**src/supervisor_defs.vh**
```
`ifndef SUPERVISOR_DEFS_VH
`define SUPERVISOR_DEFS_VH
// clock rate in kHz (200 MHz)
`define CLK_KHZ 200000
// reset hold time in ms
`define HOLD_MS 140
// long watchdog timeout, tenths of a second (1.6 s)
`define WD_LONG_DS 16
// short watchdog timeout in ms
`define WD_SHORT_MS 100
// derived cycle counts
`define HOLD_CYC (`HOLD_MS * `CLK_KHZ)
`define WD_LONG_CYC (`WD_LONG_DS * 100 * `CLK_KHZ)
`define WD_SHORT_CYC (`WD_SHORT_MS * `CLK_KHZ)
`define CNT_W 32
`define CNT_ZERO 32'h0000_0000
`define CNT_ONE 32'h0000_0001
`endif

```
**src/reset_supervisor_watchdog.v**
```verilog
`timescale 1ns/100ps
`default_nettype none
`include "supervisor_defs.vh"
module reset_supervisor_watchdog #(
   parameter [`CNT_W-1:0] HOLD_TICKS = `HOLD_CYC,
   parameter [`CNT_W-1:0] WD_LONG_TICKS = `WD_LONG_CYC,
   parameter [`CNT_W-1:0] WD_SHORT_TICKS = `WD_SHORT_CYC
) (
   // clock, reset, enable
   input wire CLK,
   input wire SRST,
   input wire CE,
   // comparator results, asynchronous
   input wire SUPPLY_OK,
   input wire MAIN_ABOVE_70MV,
   input wire MAIN_BELOW_50MV,
   // service input: level plus floating detect, and timeout select; all asynchronous
   input wire WATCHDOG_SERVICE_IN,
   input wire WATCHDOG_SERVICE_FLOAT,
   input wire WD_SHORT_SEL,
   // outputs
   output reg RESET_N,
   output wire RESET_OUT,
   output reg LOW_SUPPLY_N,
   output reg WATCHDOG_FAULT_OUT_N,
   output reg BACKUP_ACTIVE_OUT
);
localparam ST_HOLD = 1'b0;
localparam ST_RUN = 1'b1;
wire [5:0] raw_in;
wire [5:0] sy;
assign raw_in = {WD_SHORT_SEL, WATCHDOG_SERVICE_FLOAT, WATCHDOG_SERVICE_IN,
   MAIN_BELOW_50MV, MAIN_ABOVE_70MV, SUPPLY_OK};
// every outside level passes two flops first
sync2 #(.W(6)) u_sync (
   .clk(CLK),
   .srst(SRST),
   .ce(CE),
   .d(raw_in),
   .q(sy)
);
wire sup_ok = sy[0];
wire above70 = sy[1];
wire below50 = sy[2];
wire svc_lvl = sy[3];
wire svc_float = sy[4];
wire short_sel = sy[5];
reg state_r, state_nxt;
reg [`CNT_W-1:0] hold_r, hold_nxt;
reg [`CNT_W-1:0] wd_r, wd_nxt;
reg svc_prev_r;
reg long_r, long_nxt;
reg fault_r, fault_nxt;
reg backup_r, backup_nxt;
// end-of-count test shared by the hold and watchdog counters
function at_end;
   input [`CNT_W-1:0] count;
   input [`CNT_W-1:0] limit;
   begin
      at_end = (count >= limit - `CNT_ONE);
   end
endfunction
// a floating input has no defined level, so its edges are ignored
wire svc_edge = (svc_lvl != svc_prev_r) && !svc_float;
wire [`CNT_W-1:0] wd_limit = long_r ? WD_LONG_TICKS :
   (short_sel ? WD_SHORT_TICKS : WD_LONG_TICKS);
wire wd_expire = (state_r == ST_RUN) && !svc_float &&
   !svc_edge && at_end(wd_r, wd_limit);
// reset sequencer and watchdog timer
always @*
begin
   state_nxt = state_r;
   hold_nxt = hold_r;
   wd_nxt = wd_r;
   long_nxt = long_r;
   fault_nxt = fault_r;
   case (state_r)
      ST_HOLD:
      begin
         wd_nxt = `CNT_ZERO;
         long_nxt = 1'b1;
         if (!sup_ok)
            hold_nxt = `CNT_ZERO;
         else if (at_end(hold_r, HOLD_TICKS))
            state_nxt = ST_RUN;
         else
            hold_nxt = hold_r + `CNT_ONE;
      end
      default:
      begin
         if (!sup_ok)
         begin
            state_nxt = ST_HOLD;
            hold_nxt = `CNT_ZERO;
         end
         else if (svc_float || svc_edge)
         begin
            wd_nxt = `CNT_ZERO;
            if (svc_edge)
               long_nxt = 1'b0;
         end
         else if (wd_expire)
         begin
            state_nxt = ST_HOLD;
            hold_nxt = `CNT_ZERO;
            fault_nxt = 1'b1;
         end
         else
            wd_nxt = wd_r + `CNT_ONE;
      end
   endcase
   // fault clears on service edge or low supply; clear wins over a set
   if (svc_edge || !sup_ok)
      fault_nxt = 1'b0;
end
// switchover hysteresis: hold between thresholds
always @*
begin
   backup_nxt = backup_r;
   if (above70)
      backup_nxt = 1'b0;
   else if (below50)
      backup_nxt = 1'b1;
end
// sequencer state and its counters
always @(posedge CLK)
begin
   if (SRST)
   begin
      state_r <= ST_HOLD;
      hold_r <= `CNT_ZERO;
      wd_r <= `CNT_ZERO;
      long_r <= 1'b1;
   end
   else if (CE)
   begin
      state_r <= state_nxt;
      hold_r <= hold_nxt;
      wd_r <= wd_nxt;
      long_r <= long_nxt;
   end
end
// last service level; cleared to the synchroniser's reset level so
// that no false edge follows reset
always @(posedge CLK)
begin
   if (SRST)
   begin
      svc_prev_r <= 1'b0;
   end
   else if (CE)
   begin
      svc_prev_r <= svc_lvl;
   end
end
// fault and switchover flags
always @(posedge CLK)
begin
   if (SRST)
   begin
      fault_r <= 1'b0;
      backup_r <= 1'b1;
   end
   else if (CE)
   begin
      fault_r <= fault_nxt;
      backup_r <= backup_nxt;
   end
end
// reset pin from the next state, so no extra cycle of lag
always @(posedge CLK)
begin
   if (SRST)
   begin
      RESET_N <= 1'b0;
   end
   else if (CE)
   begin
      RESET_N <= (state_nxt == ST_RUN);
   end
end
// supply flag straight from the comparator, no hold
always @(posedge CLK)
begin
   if (SRST)
   begin
      LOW_SUPPLY_N <= 1'b0;
   end
   else if (CE)
   begin
      LOW_SUPPLY_N <= sup_ok;
   end
end
// fault pin, active low
always @(posedge CLK)
begin
   if (SRST)
   begin
      WATCHDOG_FAULT_OUT_N <= 1'b1;
   end
   else if (CE)
   begin
      WATCHDOG_FAULT_OUT_N <= !fault_nxt;
   end
end
// switchover indicator; backup assumed until main proves good
always @(posedge CLK)
begin
   if (SRST)
   begin
      BACKUP_ACTIVE_OUT <= 1'b1;
   end
   else if (CE)
   begin
      BACKUP_ACTIVE_OUT <= backup_nxt;
   end
end
// inverse taken from the registered pin, never skews
assign RESET_OUT = !RESET_N;
endmodule // reset_supervisor_watchdog
`default_nettype wire

```
**src/sync2.v**
```verilog
`timescale 1ns/100ps
`default_nettype none
// two-flop synchroniser, one bit per lane
module sync2 #(
   parameter W = 1
) (
   input wire clk,
   input wire srst,
   input wire ce,
   input wire [W-1:0] d,
   output reg [W-1:0] q
);
reg [W-1:0] meta_r;
// first stage feeds only the second
always @(posedge clk)
begin
   if (srst)
   begin
      meta_r <= {W{1'b0}};
      q <= {W{1'b0}};
   end
   else if (ce)
   begin
      meta_r <= d;
      q <= meta_r;
   end
end
endmodule // sync2
`default_nettype wire
```
**config.mk**
```make
export PLATFORM = sky130hd
export DESIGN_NAME = reset_supervisor_watchdog
export DESIGN_NICKNAME = d
export VERILOG_FILES = /design/src/reset_supervisor_watchdog.v /design/src/sync2.v
export VERILOG_INCLUDE_DIRS = /design/src
export SDC_FILE = /design/constraint.sdc
export NUM_CORES = 1
export LEC_CHECK = 0
export BUFFER_PORTS_ARGS = -buffer_cell sky130_fd_sc_hd__clkbuf_2
export CAP_MARGIN = 10
export CORE_UTILIZATION = 53
export CTS_CLUSTER_SIZE = 20
export DETAILED_ROUTE_END_ITERATION = 6
export HOLD_SLACK_MARGIN = 0.12
export PLACE_DENSITY = 0.7
export SLEW_MARGIN = 20
export SYNTH_ARGS = -nofsm -noshare
export SYNTH_HDL_FRONTEND = slang
export SYNTH_HIERARCHICAL = 1
export SYNTH_SLANG_ARGS = --single-unit
```
**constraint.sdc**
```tcl
create_clock -name CLK -period 3.67 [get_ports CLK]
set_clock_uncertainty 0.1 [all_clocks]
set_input_delay 0.367 -clock CLK [delete_from_list [all_inputs] [get_ports CLK]]
set_output_delay 0.367 -clock CLK [all_outputs]
set_load 0.05 [all_outputs]
```
======== After elaboration in Yosys (flattened, before gate mapping) ========
Index checks and enable logic that the tools add are counted.
cells by class
  add/subtract/negate cells ............... 3
  reduce and logical (&&, ||, !) cells .... 16
  $lt $le $gt $ge ......................... 2
  multiplexer cells ....................... 29
  equal/unequal tests ..................... 8
operators with widths
  cell                                                                     number
  32-bit two-way mux                                                       10
  32-bit by 1-bit adder with 32-bit output, second input constant          2
  29-bit two-way mux                                                       2
  32-bit by 25-bit >= comparator with 1-bit output, second input constant  1
  32-bit >= comparator                                                     1
  29-bit by 1-bit subtractor with 30-bit output, second input constant     1
  1-bit two-way mux                                                        17
  3-bit inequality test, second input constant                             3
  4-bit AND reduction                                                      2
  2-bit by 1-bit inequality test with 1-bit output, second input constant  3
  1-bit logical NOT                                                        5
  1-bit logical AND                                                        4
  3-bit by 2-bit inequality test with 1-bit output, second input constant  1
  3-bit AND reduction                                                      1
  1-bit logical OR                                                         2
  2-bit AND reduction                                                      1
  2-bit nonzero test                                                       1
  1-bit inequality test                                                    1
storage, ports and cells
  bits of input ports ..................... 9
  word-level logic and storage cells ...... 69
  register bits ........................... 83

======== Logic depth before layout (Yosys ltp) ========
  depth in word-level cells ............... 11
  depth in mapped cells ................... 13
  mapped depth without buffers ............ 10

======== Cells and area by module ========
Netlist, hierarchy kept.
by module, submodules not included
  module                     area an instance (um^2)  times used  cells an instance  sequential area each (um^2)
  reset_supervisor_watchdog  3636.0                   1           443                1421.4
  sync2                      420.4                    1           38                 240.2

======== Worst setup path after synthesis ========
No wires, ideal clock.
  path type ............................... register to register
  from .................................... reg long_r
  to ...................................... reg hold_r[15]
  period minus slack after synthesis ...... 2.684 ns
  stages on the path, launching flop included .. 13
  arrival time ............................ 2.514 ns
  setup slack ............................. 0.986 ns
  library setup time ...................... 0.070 ns
  cell sequence ........................... dfxtp_1 -> and2b_1 -> inv_1 -> ha_1 -> a21oi_1 -> o21ai_0 -> a21oi_1 -> o211a_1 -> buf_6 -> o221a_4 -> buf_6 -> or4_1 -> a21oi_1
on the way
  word-level cells in the longest chain between the ends .. 6
ends and longest elaborated chain
  element                                                         RTL line                         source
  from (decl)                                                     reset_supervisor_watchdog.v:52   reg long_r, long_nxt;
  from (signal assigned)                                          reset_supervisor_watchdog.v:140  long_r <= long_nxt;
  29-bit two-way mux                                              reset_supervisor_watchdog.v:65   wire [`CNT_W-1:0] wd_limit = long_r ? WD_LONG_TICKS :
  29-bit by 1-bit subtractor with 30-bit output (no source line)  --
  32-bit >= comparator (no source line)                           --
  1-bit logical AND                                               reset_supervisor_watchdog.v:68   !svc_edge && at_end(wd_r, wd_limit);
  3-bit inequality test (no source line)                          --
  4-bit AND reduction (no source line)                            --
  to (signal assigned)                                            reset_supervisor_watchdog.v:131  hold_r <= `CNT_ZERO;
  to (signal assigned)                                            reset_supervisor_watchdog.v:138  hold_r <= hold_nxt;
  to (decl)                                                       reset_supervisor_watchdog.v:49   reg [`CNT_W-1:0] hold_r, hold_nxt;
No other way between the ends.
A chain may end at the register's enable or synchronous reset.

======== Worst setup path in the final report ========
  from .................................... reg u_sync.q[5]
  to ...................................... reg hold_r[23]
on the way
  word-level cells in the longest chain between the ends .. 7
ends and longest elaborated chain
  element                                                         RTL line                        source
  from (decl)                                                     sync2.v:11                      output reg [W-1:0] q
  from (signal assigned)                                          sync2.v:20                      q <= {W{1'b0}};
  from (signal assigned)                                          sync2.v:25                      q <= meta_r;
  29-bit two-way mux                                              reset_supervisor_watchdog.v:66  (short_sel ? WD_SHORT_TICKS : WD_LONG_TICKS);
  29-bit two-way mux                                              reset_supervisor_watchdog.v:65
  29-bit by 1-bit subtractor with 30-bit output (no source line)  --
  32-bit >= comparator (no source line)                           --
  1-bit logical AND                                               reset_supervisor_watchdog.v:68
  3-bit inequality test (no source line)                          --
  4-bit AND reduction (no source line)                            --
No other way between the ends.

==> flow_metrics.env <==
export IMPL_drt_vias_per_instance=5.90
export IMPL_die_y_um=89.5
export IMPL_layout_nets=503
export IMPL_setup_violations_final=0
export IMPL_grt_usage_pct=22.6
export IMPL_path_cells="nor2b_1 -> ha_1 -> a2111oi_0 -> o21ai_0 -> nand2_1 -> o211a_1 -> o21ai_0 -> a21o_1 -> a21oi_1"
export IMPL_yosysUniqueCellTypes=49
export IMPL_ant_nets=0
export IMPL_max_cap_violations=0
export IMPL_syn_area_um2=4060
export IMPL_synth_edf_count=0
export IMPL_dr_pass1_iters=4
export IMPL_crit_path_max_fanout=32
export IMPL_vdd_drop_max_mv=0.268
export IMPL_cpMostUsedCell="o21ai_0"
export IMPL_dieArea_um2=8010
export IMPL_cts_tree="done"
export IMPL_fin_crit_sh_pct=85.4
export IMPL_core_area_um2=7330
export IMPL_power_uw=1640
export IMPL_cts_buffers_inserted=9
export IMPL_relSlewSlack_pct=31.7
export IMPL_rows=31
export IMPL_gr_total_overflow=0
export IMPL_hold_viol=0
export IMPL_p_per_area_nw_per_um2=378
export IMPL_clock_latency_ps=360
export IMPL_period_needed_ps=3130
export IMPL_fmax_mhz=319
export IMPL_syn_inst=481
export IMPL_cpPeakStageDelay_ps=570
export IMPL_p_leak_uw=0.00145
export IMPL_seq_area_frac_synth_pct=41.0
export IMPL_critPathRequiredTime_ps=3850
export IMPL_num_vias=3466
export IMPL_status="finished clean"
export IMPL_drive_gt1_share_pct=6.97
export IMPL_first_iter_violations=146
export IMPL_critPathSlowestCell="a21o_1"
export IMPL_ys_warn_count=6
export IMPL_root_buffer="clkbuf_8"
export IMPL_cpLargestDelayFamily="compound AO/OA/AOI/OAI gates"
export IMPL_ios=14
export IMPL_start_kind="flip-flop"
export IMPL_synthFlopType="dfxtp_1"
export IMPL_path_clk_slew_ps=90
export IMPL_wl_per_cell_um=14.0
export IMPL_cts_sink_count=83
export IMPL_num_fill_cells=700
export IMPL_hold_buffers=0
export IMPL_arrival_ps=3310
export IMPL_path_class="reg -> reg"
export IMPL_hp_class="in -> reg"
export IMPL_rsz0062_at_grt="false"
export IMPL_fp_dieW_um=89.5
export IMPL_place_area_um2=4150
export IMPL_postCtsSetupRepairBufs=0
export IMPL_start_util_pct=55.3
export IMPL_synthArstFlopShare_pct=0
export IMPL_diodes=0
export IMPL_drc=0
export IMPL_fin_area_um2=4350
export IMPL_synth_area_per_cell_um2=8.43
export IMPL_syn_to_final_growth_pct=7.19
export IMPL_tightest_slew_ps=1030
export IMPL_htree_levels=3
export IMPL_holdWs_ps=137
export IMPL_crit_path_end_kind="flip-flop"
export IMPL_path_buf_inv=0
export IMPL_grt_pass1_vias=3026
export IMPL_place_hpwl_mm=5.53
export IMPL_fin_setup_tns_ps=0
export IMPL_grt_pass1_wl_mm=14.0
export IMPL_grt_max_degree=51
export IMPL_place_gp_congestion=0.824
export IMPL_wirelength_mm=8.20
export IMPL_synth_fp_nets=501
export IMPL_drv_slew=0
export IMPL_antenna_found_initial=0
export IMPL_cts_resized=0
export IMPL_portBuffers=13
export IMPL_cts_buffer_depth=2
export IMPL_ys_ff_latch=83
## cell usage after synthesis, drive strengths merged (2+ instances only)
cell	n	area share [%]
a221o	2	0.49
buf	8	1.4
nand4	16	2.6
and3	7	1.1
clkbuf	17	1.6
and4	2	0.43
ha	11	3.4
nor3	9	1.1
a21oi	50	6.2
o21a	2	0.37
nor2	39	3.6
or3	17	2.6
nand3	22	2.7
or4	26	4.8
a21o	3	0.56
xor2	3	0.65
o211ai	8	1.5
o31ai	20	3.7
nand2	29	2.7
o21ai	23	2.8
a2111oi	3	0.65
nand2b	5	0.77
nor4	3	0.46
xnor2	3	0.65
o2111ai	3	0.65
mux2i	17	4.2
inv	24	2.2
dfxtp	83	41
nand4b	2	0.43
nand3b	3	0.56
and2	7	1.1
## metal layers
layer  global-route usage, %  wire length (um)
met2                    34.6              3580
met1                    31.1              4290
met5                       0                 0
met3                    5.26               229
met4                    8.51               104
## through the flow
| stage | setup WS [ps] | cells | utilization [%] |
|---|---|---|---|
| floorplan | 986 | 481 | - |
| global placement | 705 | 571 | 56.6 |
| detailed placement | 546 | 571 | 56.6 |
| CTS | 521 | 587 | 59.3 |
| global route | 180 | 587 | 59.3 |
| finish | 535 | 587 | 59.3 |
## layout by cell type (no fill, tap or decap), types with 2 or more instances in the layout
cell | synthesis | final
a2111oi_0 | 3 | 3
a21o_1 | 3 | 3
a21oi_1 | 50 | 50
a221o_1 | 2 | 2
and2_1 | 7 | 7
and3_1 | 7 | 7
and4_1 | 2 | 2
buf_4 | 0 | 3
clkbuf_2 | 0 | 13
clkbuf_8 | 0 | 9
clkinvlp_4 | 0 | 2
dfxtp_1 | 83 | 83
ha_1 | 11 | 11
inv_1 | 24 | 24
inv_6 | 0 | 2
mux2i_1 | 17 | 17
nand2_1 | 29 | 29
nand2b_1 | 5 | 5
nand3_1 | 22 | 22
nand3b_1 | 3 | 3
nand4_1 | 15 | 15
nand4b_1 | 2 | 2
nor2_1 | 39 | 39
nor3_1 | 9 | 9
nor4_1 | 3 | 3
o2111ai_1 | 3 | 3
o211ai_1 | 8 | 8
o21a_1 | 2 | 2
o21ai_0 | 21 | 21
o21ai_1 | 2 | 2
o31ai_1 | 20 | 20
or3_1 | 17 | 17
or4_1 | 26 | 26
xnor2_1 | 3 | 3
xor2_1 | 3 | 3
## cell type report
class	count	area [um2]	share of cell area (%)
multi-input cells	349	2190	50.3
flip-flops and latches	83	1660	38.2
clock buffers	10	128	2.94
well taps	99	124	2.85
inverters	24	90.1	2.07
repair buffers	16	87.6	2.01
clock inverters	6	71.3	1.64
## worst paths after layout
path,cells after the start,slack (ps),startpoint,to
worst max register to register,9,540,u_sync/q[5],hold_r[23]
worst min-delay path,3,140,SUPPLY_OK,u_sync/meta_r[0]
worst max-delay path,9,540,u_sync/q[5],hold_r[23]
worst min register to register,2,350,hold_r[31],hold_r[31]
## cells by family after synthesis
family / Yosys count / synth area share [%]
mux: 17 / 4.19
simple gates: 192 / 25.9
compound gates: 122 / 19.0
other cells: 1 / 0.0924
xor+xnor: 6 / 1.30
fa+ha+maj: 11 / 3.39
flops: 83 / 41.0
buf+inv: 49 / 5.15
## report_power, final
part | switching, uW | internal, uW
sequential | 6.42 | 909
combinational | 41.5 | 19.6
clock | 347 | 321
total | 395 | 1250
## tightest hold or removal path, delay by kind of cell
kind,cells,cell delay (ps)
simple gates,1,70
mux,1,50
buf+inv,1,80
## flip-flops by register name, summed over array words and instances, names as in the netlist
register / flops
BACKUP_ACTIVE_OUT: 1
svc_prev_r: 1
u_sync/meta_r: 6
RESET_N: 1
wd_r: 32
u_sync/q: 6
long_r: 1
LOW_SUPPLY_N: 1
hold_r: 32
fault_r: 1
WATCHDOG_FAULT_OUT_N: 1
Power figures use the tool's default switching activity.
